===== config.mk =====
export PLATFORM = sky130hd
export DESIGN_NAME = wdf_watchdog
export DESIGN_NICKNAME = d
export VERILOG_FILES = /design/src/core/wdf_pkg.sv /design/src/core/wdf_watchdog.sv
export SDC_FILE = /design/constraint.sdc
export NUM_CORES = 1
export LEC_CHECK = 0
export BUFFER_PORTS_ARGS = -buffer_cell sky130_fd_sc_hd__buf_2
export CORE_MARGIN = 3
export CORE_UTILIZATION = 50
export DETAILED_ROUTE_END_ITERATION = 12
export PLACE_DENSITY = 0.72
export RECOVER_POWER = 50
export SETUP_SLACK_MARGIN = 0.02
export SYNTH_ARGS = -nofsm -noshare
export SYNTH_HDL_FRONTEND = slang
export SYNTH_SLANG_ARGS = --single-unit

===== constraint.sdc =====
create_clock -name i_clk_sys -period 6.1 [get_ports i_clk_sys]
set_input_delay 1.22 -clock i_clk_sys [delete_from_list [all_inputs] [get_ports i_clk_sys]]
set_output_delay 1.22 -clock i_clk_sys [all_outputs]
set_load 0.02 [all_outputs]

===== src/core/wdf_pkg.sv =====
// constants shared by the watchdog with feed sequence
package wdf_pkg;
  // register indices on the plain register port
  localparam logic [3:0] ADDR_CTRL = 4'h0; // control: select, run, timeout flag
  localparam logic [3:0] ADDR_AUTOLOAD = 4'h1; // autoload value
  localparam logic [3:0] ADDR_FEED1 = 4'h2; // first feed register
  localparam logic [3:0] ADDR_FEED2 = 4'h3; // second feed register
  localparam logic [3:0] ADDR_COUNT = 4'h4; // main counter, read only
  // feed keys
  localparam logic [7:0] FEED1_KEY = 8'hA5;
  localparam logic [7:0] FEED2_KEY = 8'h5A;
  // control field positions
  localparam int CTRL_SEL_HI = 7;
  localparam int CTRL_SEL_LO = 5;
  localparam int CTRL_RUN = 2;
  localparam int CTRL_TOF = 1;
  // reset values
  localparam logic [2:0] SEL_RST = 3'h7; // highest divide tap
  localparam logic RUN_RST = 1'b1; // watchdog runs after reset
  localparam logic [7:0] AUTOLOAD_RST = 8'h00; // minimum count
  // prescaler geometry: fastest tap is bit 5, giving 32 timer clocks
  localparam int PRE_W = 13;
  localparam int TAP_BASE = 5;
  localparam logic [12:0] PRE_ONES = 13'h1FFF;
  // default timer clock divider from the system clock
  localparam int DIV_N_DEF = 4;
  // feed sequence states, one-hot
  typedef enum logic [1:0] {
    FEED_IDLE = 2'b01,
    FEED_ARMED = 2'b10
  } wdf_feed_t;
endpackage : wdf_pkg


===== src/core/wdf_watchdog.sv =====
// watchdog timer with prescaler, autoload and two-write feed sequence
// How it works
// - watchdog runs after every reset
// - underflow asserts full system reset
// - 13-bit prescaler on timer clock
// - counter ticks from selectable upper prescaler tap
// - fastest tap ticks every 32 clocks
// - tick at zero underflows and reloads
// - autoload accepts 00 through FF
// - every autoload clears the prescaler
// - timeout is N times P times W+1
// - counter never written directly by software
// - feed is A5 then 5A only
// - intervening access fails feed, resets
// - wrong second key resets immediately
// - select and run writes pend until valid feed
// - select codes give divisors 32 to 4096
// - external reset: run, zero autoload, top tap
// - underflow sets flag, keeps run, autoload, tap
// - control bits: select 7:5, run 2, flag 1
`timescale 1ns/1ns
`default_nettype none
module wdf_watchdog #(
  parameter int DIV_N = wdf_pkg::DIV_N_DEF // timer clock divider, 4 to 64
) (
  input wire logic i_clk_sys,
  input wire logic i_srst,
  input wire logic [3:0] i_addr,
  input wire logic [7:0] i_wdata,
  input wire logic i_wr,
  input wire logic i_rd,
  output logic [7:0] o_rdata,
  output logic o_wdt_reset,
  output logic o_timeout
);

  // timer clock divider state
  logic [5:0] div_r;
  logic [5:0] div_nxt;
  logic timer_source_clock_en; // one-cycle timer clock enable
  // watchdog core state
  logic [12:0] pre_r; // prescaler
  logic [12:0] pre_nxt;
  logic [7:0] cnt_r; // main down-counter
  logic [7:0] cnt_nxt;
  logic [7:0] wdl_r; // autoload_value_reg
  logic [7:0] wdl_nxt;
  logic [2:0] sel_r; // committed prescale select
  logic [2:0] sel_nxt;
  logic run_r; // committed run_enable_bit
  logic run_nxt;
  logic [2:0] pend_sel_r; // pending select, waits for feed
  logic [2:0] pend_sel_nxt;
  logic pend_run_r; // pending run, waits for feed
  logic pend_run_nxt;
  logic tof_r; // timeout_flag_bit
  logic tof_nxt;
  wdf_pkg::wdf_feed_t feed_r;
  wdf_pkg::wdf_feed_t feed_nxt;
  logic rst_r; // registered reset request
  logic rst_nxt;
  // read port state
  logic [7:0] rdata_r;
  logic [7:0] rdata_nxt;
  // decoded events
  logic acc;
  logic wr_ctrl;
  logic wr_f1_key;
  logic feed_ok;
  logic bad_feed;
  logic [12:0] tap_mask;
  logic tick;
  logic uf;
  logic wdg_rst;

  // divider: timer clock enable every DIV_N system clocks
  always_comb begin
    if (div_r == 6'(DIV_N - 1)) begin
      div_nxt = 6'h0;
    end else begin
      div_nxt = div_r + 6'h1;
    end
  end
  assign timer_source_clock_en = (div_r == 6'(DIV_N - 1));

  always_ff @(posedge i_clk_sys) begin
    if (i_srst) begin
      div_r <= 6'h0;
    end else begin
      div_r <= div_nxt;
    end
  end

  // access decode; any read or write counts as a register access
  assign acc = i_wr | i_rd;
  assign wr_ctrl = i_wr && (i_addr == wdf_pkg::ADDR_CTRL);
  assign wr_f1_key = i_wr && (i_addr == wdf_pkg::ADDR_FEED1) && (i_wdata == wdf_pkg::FEED1_KEY);
  // only the exact pair completes a feed
  assign feed_ok = (feed_r == wdf_pkg::FEED_ARMED) && i_wr && (i_addr == wdf_pkg::ADDR_FEED2)
                   && (i_wdata == wdf_pkg::FEED2_KEY);
  // anything else after the first key breaks the sequence
  assign bad_feed = (feed_r == wdf_pkg::FEED_ARMED) && acc && !feed_ok;

  // tap mask holds the low 5+sel bits; all ones there means the tap rolls
  assign tap_mask = wdf_pkg::PRE_ONES >> (4'd8 - {1'b0, sel_r});
  assign tick = run_r && timer_source_clock_en && ((pre_r & tap_mask) == tap_mask);
  // limitation: an underflow in the very cycle of a good feed still resets
  assign uf = tick && (cnt_r == 8'h00);
  // a stopped watchdog never resets, even on a broken feed
  assign wdg_rst = uf || (bad_feed && run_r);

  // core next state
  always_comb begin
    pre_nxt = pre_r;
    cnt_nxt = cnt_r;
    wdl_nxt = wdl_r;
    sel_nxt = sel_r;
    run_nxt = run_r;
    pend_sel_nxt = pend_sel_r;
    pend_run_nxt = pend_run_r;
    tof_nxt = tof_r;
    feed_nxt = feed_r;
    rst_nxt = wdg_rst;
    // prescaler and counter; software has no direct path to cnt_r
    if (feed_ok || wdg_rst) begin
      pre_nxt = 13'h0000;
      cnt_nxt = wdl_r;
    end else if (run_r && timer_source_clock_en) begin
      pre_nxt = pre_r + 13'h0001;
      if (tick) begin
        cnt_nxt = cnt_r - 8'h01;
      end
    end
    // autoload takes any byte, zero included
    if (i_wr && (i_addr == wdf_pkg::ADDR_AUTOLOAD)) begin
      wdl_nxt = i_wdata;
    end
    // control writes to select and run only land in the pending copy
    if (wr_ctrl) begin
      pend_sel_nxt = i_wdata[wdf_pkg::CTRL_SEL_HI:wdf_pkg::CTRL_SEL_LO];
      pend_run_nxt = i_wdata[wdf_pkg::CTRL_RUN];
    end
    // commit on a valid feed; this is how software stops the watchdog
    if (feed_ok) begin
      sel_nxt = pend_sel_r;
      run_nxt = pend_run_r;
    end
    // flag: software may clear it, a new timeout wins over the clear
    if (wr_ctrl && !i_wdata[wdf_pkg::CTRL_TOF]) begin
      tof_nxt = 1'b0;
    end
    if (wdg_rst) begin
      tof_nxt = 1'b1;
    end
    // feed sequence: first key arms exactly one following access
    case (feed_r)
      wdf_pkg::FEED_IDLE: begin
        if (wr_f1_key) begin
          feed_nxt = wdf_pkg::FEED_ARMED;
        end
      end
      wdf_pkg::FEED_ARMED: begin
        if (acc) begin
          feed_nxt = wdf_pkg::FEED_IDLE;
        end
      end
      default: begin
        feed_nxt = wdf_pkg::FEED_IDLE;
      end
    endcase
  end

  // core registers; external reset restarts a running watchdog
  always_ff @(posedge i_clk_sys) begin
    if (i_srst) begin
      pre_r <= 13'h0000;
      cnt_r <= wdf_pkg::AUTOLOAD_RST; // autoload of the cleared value
      wdl_r <= wdf_pkg::AUTOLOAD_RST;
      sel_r <= wdf_pkg::SEL_RST;
      run_r <= wdf_pkg::RUN_RST;
      pend_sel_r <= wdf_pkg::SEL_RST;
      pend_run_r <= wdf_pkg::RUN_RST;
      tof_r <= 1'b0;
      feed_r <= wdf_pkg::FEED_IDLE;
      rst_r <= 1'b0;
    end else begin
      pre_r <= pre_nxt;
      cnt_r <= cnt_nxt;
      wdl_r <= wdl_nxt;
      sel_r <= sel_nxt;
      run_r <= run_nxt;
      pend_sel_r <= pend_sel_nxt;
      pend_run_r <= pend_run_nxt;
      tof_r <= tof_nxt;
      feed_r <= feed_nxt;
      rst_r <= rst_nxt;
    end
  end

  // read mux; control shows committed values, not pending ones
  always_comb begin
    rdata_nxt = 8'h00;
    if (i_rd) begin
      if (i_addr == wdf_pkg::ADDR_CTRL) begin
        rdata_nxt[wdf_pkg::CTRL_SEL_HI:wdf_pkg::CTRL_SEL_LO] = sel_r;
        rdata_nxt[wdf_pkg::CTRL_RUN] = run_r;
        rdata_nxt[wdf_pkg::CTRL_TOF] = tof_r;
      end else if (i_addr == wdf_pkg::ADDR_AUTOLOAD) begin
        rdata_nxt = wdl_r;
      end else if (i_addr == wdf_pkg::ADDR_COUNT) begin
        rdata_nxt = cnt_r;
      end else begin
        rdata_nxt = 8'h00; // feed registers and holes read zero
      end
    end
  end

  always_ff @(posedge i_clk_sys) begin
    if (i_srst) begin
      rdata_r <= 8'h00;
    end else begin
      rdata_r <= rdata_nxt;
    end
  end

  assign o_rdata = rdata_r;
  assign o_wdt_reset = rst_r;
  assign o_timeout = tof_r;
endmodule : wdf_watchdog
`default_nettype wire


==> results of run 1 <==
## state kept, by name, indices dropped and copies added (netlist names), 2 cells and up
name        cells
div_r           6
wdl_r           8
pre_r          13
sel_r           3
o_rdata         8
pend_sel_r      3
feed_r          2
cnt_r           8
## synth_stat cells, drive strengths merged
cell / count
dfxtp: 55
nor2: 49
nand2: 30
mux2i: 19
a21oi: 16
nand3: 15
inv: 14
xnor2: 11
nor2b: 8
nor3: 8
o21ai: 8
xor2: 8
ha: 6
nand4: 6
o211ai: 6
buf: 5
a22oi: 4
a31oi: 4
clkbuf: 4
or3: 4
and3: 3
nand2b: 3
nand3b: 3
nor3b: 3
and4b: 2
and4bb: 2
mux2: 2
nor4b: 2
o221a: 2
o31ai: 2
a21boi: 1
and2: 1
nor4: 1
o2111ai: 1
o311a: 1
o32ai: 1
or2: 1
or2b: 1
or4: 1
## worst max-delay path, stage by stage
cell and delay [ns]:
clkbuf_1 0.67, inv_1 0.50, nand3_1 0.42, a21oi_1 0.07
o21ai_0 0.10, a21oi_1 0.09
## routing by layer
metal  vias to the layer above  track usage, %  share of wire (%)
met2                        52            33.8                 49
met5                         -               0                  0
met1                      1071            26.7                 46
met4                         0            6.42                1.5
li1                       1134               -                  -
met3                         8            3.03                3.9
## where the power goes
| part | switching, mW | internal (mW) |
|---|---|---|
| logic | 0.0212 | 0.0135 |
| registers | 0.00355 | 0.363 |
| clock network | 0.125 | 0.124 |
## layout by cell type, fill, tap and decap left out, types with 6 or more instances in the layout
master and instances:
nand2_1 30, ha_1 6, a21oi_1 16, mux2i_1 19
xor2_1 8, nor2_1 47, nor2b_1 8, clkbuf_1 11
inv_1 14, xnor2_1 11, dfxtp_1 55, o21ai_0 8
nand3_1 14, buf_2 14
## per-stage QoR
stage,cell area (sq um),power [mW],cells
final,3010,0.650,407
after global routing,3010,0.673,407
after CTS,3030,0.657,407
after detailed placement,2920,0.410,399
after global placement,2920,0.409,399
after floorplan,2750,0.398,313
## layout make-up
type	count	area [sq um]
timing repair buffer	25	111
inverter	14	52.6
fill	476	2190
clock inverter	3	46.3
clock buffer	5	68.8
tap	70	87.6
multi-input combinational	235	1550
sequential	55	1100
## how the worst max path moves through the flow
stage,start,to,slack (ns),cells after the start
final,i_srst,o_rdata[6],3.21,6
after global routing,i_srst,o_rdata[6],3.01,6
after CTS,i_addr[2],pre_r[12],3.43,6
after detailed placement,i_addr[2],pre_r[1],3.10,6
after global placement,i_addr[2],cnt_r[2],3.17,7
after floorplan,i_addr[0],cnt_r[2],3.40,8
## logic make-up after synthesis
logic type | after synthesis | share of synthesized area (%)
AOI/OAI and AO/OA | 46 | 11.1
xor gates and xnor gates | 19 | 6.05
adders and majority gates | 6 | 2.73
buffers and inverters | 23 | 3.64
DFF | 55 | 40.0
muxes | 21 | 7.73
and+or+nand+nor | 143 | 28.7
==> results.sh, run 1 <==
export IMPL_status="completed"
export IMPL_drt_wl_total_um=5850
export IMPL_hpwlAfterDp_um=4410
export IMPL_ys_seq_area_share_pct=40.0
export IMPL_core_area_sq_um=5200
export IMPL_slew_violations=0
export IMPL_slew_headroom_pct=38.7
export IMPL_worstMarginPinSlew_ns=0.919
export IMPL_synth_nets=335
export IMPL_drt_initial_drc_count=190
export IMPL_r2r_start="sel_r[1]"
export IMPL_vias=2265
export IMPL_p_per_area_nw_per_um2=216
export IMPL_power_static_leakage_nw=1.24
export IMPL_yosysTopAreaCell="dfxtp_1"
export IMPL_antenna_found_initial=0
export IMPL_r2r_cells=8
export IMPL_synth_cells=313
export IMPL_skew_ns=0.00698
export IMPL_synth_area_top_cells="dfxtp_1, mux2i_1, nor2_1, nand2_1, xnor2_1"
export IMPL_worst_slack_ns=3.21
export IMPL_cts_buffers=5
export IMPL_rows=26
export IMPL_initial_utilization_pct=52.9
export IMPL_fp_dieW_um=80.2
export IMPL_setup_viol=0
export IMPL_min_path_type="register to register"
export IMPL_wl_per_cell_um=14.4
export IMPL_max_cap_violations=0
export IMPL_postCtsHoldBufs=0
export IMPL_drc=0
export IMPL_ant_nets=0
export IMPL_portBuffers=25
export IMPL_cp_data_arrival_time_ns=3.08
export IMPL_cts_root_buf="clkbuf_8"
export IMPL_ctsResizeCount=0
export IMPL_worst_r2r_endpoint="pre_r[1]"
export IMPL_ir_drop_uv=166
export IMPL_syn_to_final_growth_pct=9.45
export IMPL_fin_crit_sh_pct=47.3
export IMPL_io_pins=26
export IMPL_drt_pass1_iterations=4
export IMPL_path_clk_slew_ns=0.10
export IMPL_gp_congestion=0.871
export IMPL_hold_path_startpoint="div_r[0]"
export IMPL_cts_tree="yes"
export IMPL_diodes=0
export IMPL_cts_buffer_depth=2
export IMPL_fmax_ghz=0.346
export IMPL_syn_area_sq_um=2750
export IMPL_track_usage_pct=20.2
export IMPL_rsz0062_at_grt="no"
export IMPL_routed_via_density=5.57
export IMPL_yosys_warnings=0
export IMPL_hold_viol_final=0
export IMPL_hold_depth=1
export IMPL_layout_nets=358
export IMPL_synth_cell_types=51
export IMPL_cts_setup_buffers=0
export IMPL_crit_type="primary input to register"
export IMPL_whs_ns=0.446
export IMPL_die_area_sq_um=6430
export IMPL_synth_seq_cells=55
export IMPL_clkSinkCount=55
export IMPL_grt_max_degree=20
export IMPL_fin_util_pct=57.9
export IMPL_cp_required_ns=6.29
export IMPL_fin_setup_tns_ns=0
export IMPL_cts_max_level=2
export IMPL_hold_end="div_r[0]"
export IMPL_clock_latency_ns=0.31
export IMPL_endpoint_kind="register"
export IMPL_drive_gt1_share_pct=11.9
export IMPL_min_period_ns=2.89
export IMPL_place_ws_ns=3.10
export IMPL_cp_max_fo=19
export IMPL_start_kind="primary input"
export IMPL_grt_pass1_wl_um=10200
export IMPL_overflow=0
export IMPL_syn_mean_instance_area_sq_um=8.79
export IMPL_synth_top_area_share_pct=40.0
export IMPL_die_h_um=80.2
export IMPL_reg2reg_slack_ns=3.82
export IMPL_grt_pass1_vias=2136
No activity file was read; power rests on OpenSTA's default activity.
==> inputs of run 2 (changes only) <==
--- a/config.mk
+++ b/config.mk
@@ -9,7 +9,7 @@
 export CORE_MARGIN = 3
 export CORE_UTILIZATION = 50
 export DETAILED_ROUTE_END_ITERATION = 12
-export PLACE_DENSITY = 0.72
+export PLACE_DENSITY = 0.75
 export RECOVER_POWER = 50
 export SETUP_SLACK_MARGIN = 0.02
 export SYNTH_ARGS = -nofsm -noshare
==> constraint.sdc (replaced) <==
create_clock -name i_clk_sys -period 2.5 [get_ports i_clk_sys]
set_input_delay 0.5 -clock i_clk_sys [delete_from_list [all_inputs] [get_ports i_clk_sys]]
set_output_delay 0.5 -clock i_clk_sys [all_outputs]
set_load 0.02 [all_outputs]
==> results.sh, run 2 (synthesized netlist as in run 1, its figures left out) <==
export IMPL_endpoint_kind="register"
export IMPL_ant_nets=0
export IMPL_cts_setup_buffers=0
export IMPL_fin_area_sq_um=3020
export IMPL_cts_max_level=2
export IMPL_gp_congestion=0.879
export IMPL_rows=26
export IMPL_cp_max_fo=10
export IMPL_drc=0
export IMPL_die_h_um=80.2
export IMPL_fin_crit_sh_pct=90.5
export IMPL_die_area_sq_um=6430
export IMPL_r2r_cells=8
export IMPL_power_static_leakage_nw=1.25
export IMPL_portBuffers=25
export IMPL_critPathTopFamily="simple AND/OR/NAND/NOR gates"
export IMPL_routed_via_density=5.44
export IMPL_fp_dieW_um=80.2
export IMPL_path_clk_slew_ns=0.11
export IMPL_setup_viol=0
export IMPL_clock_latency_ns=0.32
export IMPL_dpl_cell_area_sq_um=2950
export IMPL_postCtsHoldBufs=0
export IMPL_cts_buffers=5
export IMPL_wl_per_cell_um=14.0
export IMPL_ir_drop_uv=378
export IMPL_skew_ns=0.00759
export IMPL_antenna_found_initial=0
export IMPL_syn_to_final_growth_pct=9.82
export IMPL_drt_wl_total_um=5760
export IMPL_hpwlAfterDp_um=4260
export IMPL_p_per_area_nw_per_um2=502
export IMPL_min_path_type="primary input to register"
export IMPL_crit_cells=7
export IMPL_cp_data_arrival_time_ns=2.47
export IMPL_slew_headroom_pct=61.8
export IMPL_reg2reg_slack_ns=0.27
export IMPL_hold_viol_final=0
export IMPL_vias=2236
export IMPL_drive_gt1_share_pct=12.9
export IMPL_grt_pass1_wl_um=9970
export IMPL_min_period_ns=2.26
export IMPL_crit_chain="clkbuf_1 -> and4b_1 -> nand4_1 -> and2_1 -> mux2_2 -> a21oi_1 -> a31oi_1"
export IMPL_drt_initial_drc_count=203
export IMPL_cp_required_ns=2.71
export IMPL_place_ws_ns=0.234
export IMPL_largest_reg_flops=13
export IMPL_core_area_sq_um=5200
export IMPL_max_cap_violations=0
export IMPL_io_pins=26
export IMPL_initial_utilization_pct=52.9
export IMPL_diodes=0
export IMPL_rsz0062_at_grt="no"
export IMPL_hold_depth=3
export IMPL_start_kind="primary input"
export IMPL_worstMarginPinSlew_ns=0.567
export IMPL_cts_root_buf="clkbuf_8"
export IMPL_worst_path_buf_inv=1
export IMPL_status="completed"
export IMPL_max_flop_register="pre_r"
export IMPL_ctsResizeCount=0
export IMPL_max_stage_delay_ns=0.44
export IMPL_cpMaxStageDelayCell="and2_1"
export IMPL_worst_slack_ns=0.236
export IMPL_grt_max_degree=20
export IMPL_cts_tree="yes"
export IMPL_track_usage_pct=19.6
export IMPL_final_cell_mix="dfxtp_1, nor2_1, nand2_1"
export IMPL_grt_pass1_vias=2108
export IMPL_layout_commonest_cell="dfxtp_1"
export IMPL_drt_pass1_iterations=4
export IMPL_clkSinkCount=55
export IMPL_cts_buffer_depth=2
export IMPL_fin_setup_tns_ns=0
export IMPL_overflow=0
export IMPL_crit_type="primary input to register"
export IMPL_layout_nets=362
export IMPL_slew_violations=0
export IMPL_fmax_ghz=0.442
## run 2: cell count changes in the layout (fill, tap and decap cells not counted)
cell        previous run  this run
buf_4                  0         4
inv_6                  1         3
bufinv_16              1         0
clkinvlp_4             1         0
## run 2: final timing paths
| path | endpoint | from |
|---|---|---|
| setup / recovery | cnt_r[2] | i_addr[0] |
| setup reg to reg | pre_r[1] | sel_r[1] |
| hold reg to reg | div_r[0] | div_r[0] |
| hold / removal | pend_sel_r[2] | i_wdata[7] |
## run 2: worst register-to-register path: cells and delay by family, from the launching register on
kind | cells | cell delay (ns)
AO/OA/AOI/OAI | 4 | 0.80
AND/OR/NAND/NOR | 2 | 0.54
flip-flops | 1 | 0.44
adder cells (fa/ha/maj) | 1 | 0.31
buffers and inverters | 1 | 0.09
## run 2: stage by stage
step	hold slack, ns	utilization [%]	power, mW	instances
after global routing	0.458	58.1	1.57	411
after global placement	0.423	56.6	1.00	403
after floorplan	0.413	-	0.971	313
after CTS	0.433	58.5	1.53	411
after detailed placement	0.439	56.6	1.00	403
final	0.440	58.1	1.52	411
## run 2: area by class of cell
| cell class | instances | area, sq um |
|---|---|---|
| fillers | 504 | 2180 |
| multi-input cells | 235 | 1550 |
| flip-flops and latches | 55 | 1100 |
| repair buffers | 29 | 141 |
| well taps | 70 | 87.6 |
| clock buffers | 5 | 68.8 |
| inverters | 14 | 52.6 |
| clock inverters | 3 | 26.3 |
## run 2: per-layer routing
metal / GRT usage (%) / vias up / share of wire (%)
met2: 32.1 / 69 / 47
met1: 26.0 / 1020 / 45
met3: 3.81 / 8 / 6.2
met4: 6.25 / 0 / 1.3
met5: 0 / - / 0
li1: - / 1139 / -
## run 2: power by group
group          leakage [nW]  internal, mW  switching [mW]
Clock                0.0495         0.209           0.325
Sequential            0.444         0.886         0.00871
Combinational         0.755        0.0358          0.0525
Total                  1.25          1.13           0.386
==> inputs of run 3 (changes only) <==
--- a/config.mk
+++ b/config.mk
@@ -9,7 +9,7 @@
 export CORE_MARGIN = 3
 export CORE_UTILIZATION = 50
 export DETAILED_ROUTE_END_ITERATION = 12
-export PLACE_DENSITY = 0.75
+export PLACE_DENSITY = 0.72
 export RECOVER_POWER = 50
 export SETUP_SLACK_MARGIN = 0.02
 export SYNTH_ARGS = -nofsm -noshare
==> constraint.sdc (replaced) <==
create_clock -name i_clk_sys -period 2.75 [get_ports i_clk_sys]
set_input_delay 0.55 -clock i_clk_sys [delete_from_list [all_inputs] [get_ports i_clk_sys]]
set_output_delay 0.55 -clock i_clk_sys [all_outputs]
set_load 0.02 [all_outputs]
==> results.sh, run 3 (synthesized netlist as in run 1, its figures left out) <==
export IMPL_clock_latency_ns=0.31
export IMPL_postCtsHoldBufs=0
export IMPL_slew_headroom_pct=63.6
export IMPL_min_path_type="register to register"
export IMPL_max_cap_violations=0
export IMPL_core_area_sq_um=5200
export IMPL_crit_type="primary input to register"
export IMPL_p_per_area_nw_per_um2=474
export IMPL_hpwlAfterDp_um=4300
export IMPL_internal_power_mw=1.11
export IMPL_worstMarginPinSlew_ns=0.541
export IMPL_overflow=0
export IMPL_setup_viol=0
export IMPL_power_mw=1.43
export IMPL_die_area_sq_um=6430
export IMPL_layout_commonest_cell="dfxtp_1"
export IMPL_highest_layer="met4"
export IMPL_initial_utilization_pct=52.9
export IMPL_cp_required_ns=3.00
export IMPL_power_static_leakage_nw=1.25
export IMPL_wl_met1_um=2730
export IMPL_switchingPower_mw=0.326
export IMPL_p_seq_share_pct=56.7
export IMPL_drt_wl_total_um=5820
export IMPL_start_kind="primary input"
export IMPL_fin_setup_tns_ns=0
export IMPL_fp_dieW_um=80.2
export IMPL_largest_reg_flops=13
export IMPL_syn_to_final_growth_pct=9.91
export IMPL_io_pins=26
export IMPL_grt_pass1_vias=2116
export IMPL_rsz0062_at_grt="no"
export IMPL_grt_max_degree=19
export IMPL_p_sw_share_pct=22.7
export IMPL_clkSinkCount=55
export IMPL_endpoint_kind="register"
export IMPL_cts_buffers=5
export IMPL_layout_nets=360
export IMPL_antenna_found_initial=0
export IMPL_final_cell_mix="dfxtp_1, nor2_1, nand2_1"
export IMPL_diodes=0
export IMPL_track_usage_pct=19.2
export IMPL_ctsResizeCount=0
export IMPL_ir_drop_uv=348
export IMPL_power_frac_comb_pct=5.6
export IMPL_r2r_start="div_r[0]"
export IMPL_cts_tree="yes"
export IMPL_grt_pass1_wl_um=9860
export IMPL_hold_path_startpoint="div_r[0]"
export IMPL_cts_setup_buffers=0
export IMPL_status="completed"
export IMPL_cp_max_fo=13
export IMPL_cts_buffer_depth=2
export IMPL_fmax_ghz=0.416
export IMPL_portBuffers=25
export IMPL_vias=2249
export IMPL_rows=26
export IMPL_gp_congestion=0.842
export IMPL_wl_met2_um=2660
export IMPL_drive_gt1_share_pct=12.4
export IMPL_drt_initial_drc_count=245
export IMPL_finalNonFillerCells=409
export IMPL_max_flop_register="pre_r"
export IMPL_post_place_cells=401
export IMPL_drc=0
export IMPL_cts_root_buf="clkbuf_8"
export IMPL_crit_path_start="i_addr[2]"
export IMPL_path_clk_slew_ns=0.10
export IMPL_drt_pass1_iterations=4
export IMPL_cts_max_level=2
export IMPL_skew_ns=0.00698
export IMPL_clkPwrFrac_pct=37.8
export IMPL_fill_cells=493
export IMPL_ant_nets=0
export IMPL_die_h_um=80.2
export IMPL_wl_met3_um=325
export IMPL_routed_via_density=5.50
export IMPL_slew_violations=0
export IMPL_min_period_ns=2.40
export IMPL_wl_per_cell_um=14.2
export IMPL_cp_data_arrival_time_ns=2.65
export IMPL_fin_crit_sh_pct=87.3
export IMPL_hold_viol_final=0
run 3: cell types whose count changed in the layout (fill, tap and decap cells not counted):
cell       change
clkinv_4       +1
clkinv_2       +1
inv_6          -3
bufinv_16      +1
buf_4          -2
run 3: final timing paths:
kind | endpoint | slack (ns) | depth (start not counted)
max reg2reg | cnt_r[4] | 0.52 | 7
min | div_r[0] | 0.45 | 1
max | pre_r[1] | 0.35 | 6
min reg2reg | div_r[0] | 0.45 | 1
run 3: critical path, cell delays in order:
cell and delay, ns:
clkbuf_1 0.41, and4bb_2 0.30, nand4_1 0.33, nand2_1 0.37
or3_4 0.55, a21oi_1 0.13
run 3: power groups by stage:
stage / logic [mW] / registers [mW] / clock network (mW)
2_1_floorplan: 0.0521 / 0.831 / 0
3_3_place_gp: 0.0786 / 0.831 / 0
3_5_place_dp: 0.0802 / 0.832 / 0
4_1_cts: 0.0810 / 0.813 / 0.549
5_1_grt: 0.0891 / 0.815 / 0.574
6_report: 0.0798 / 0.813 / 0.542
run 3: final cells by class:
type,count,area (sq um),share of cell area [%]
inverter,14,52.6,1.74
multi-input combinational,235,1550,51.1
clock buffer,5,68.8,2.27
timing repair buffer,27,126,4.18
clock inverter,3,43.8,1.45
tap,70,87.6,2.89
sequential,55,1100,36.4
run 3: per-layer routing:
metal | GRT usage [%] | vias to the layer above
li1 | - | 1133
met1 | 25.8 | 1031
met2 | 31.5 | 75
met3 | 3.25 | 10
met4 | 5.91 | 0
met5 | 0 | -
run 3: through the flow:
stage	instance area [sq um]	hold WS, ns	util [%]	worst slack [ns]
2_1_floorplan	2750	0.413	-	0.724
3_3_place_gp	2930	0.426	56.3	0.489
3_5_place_dp	2930	0.433	56.3	0.445
4_1_cts	3050	0.448	58.5	0.522
5_1_grt	3030	0.478	58.1	0.224
6_report	3030	0.445	58.1	0.349
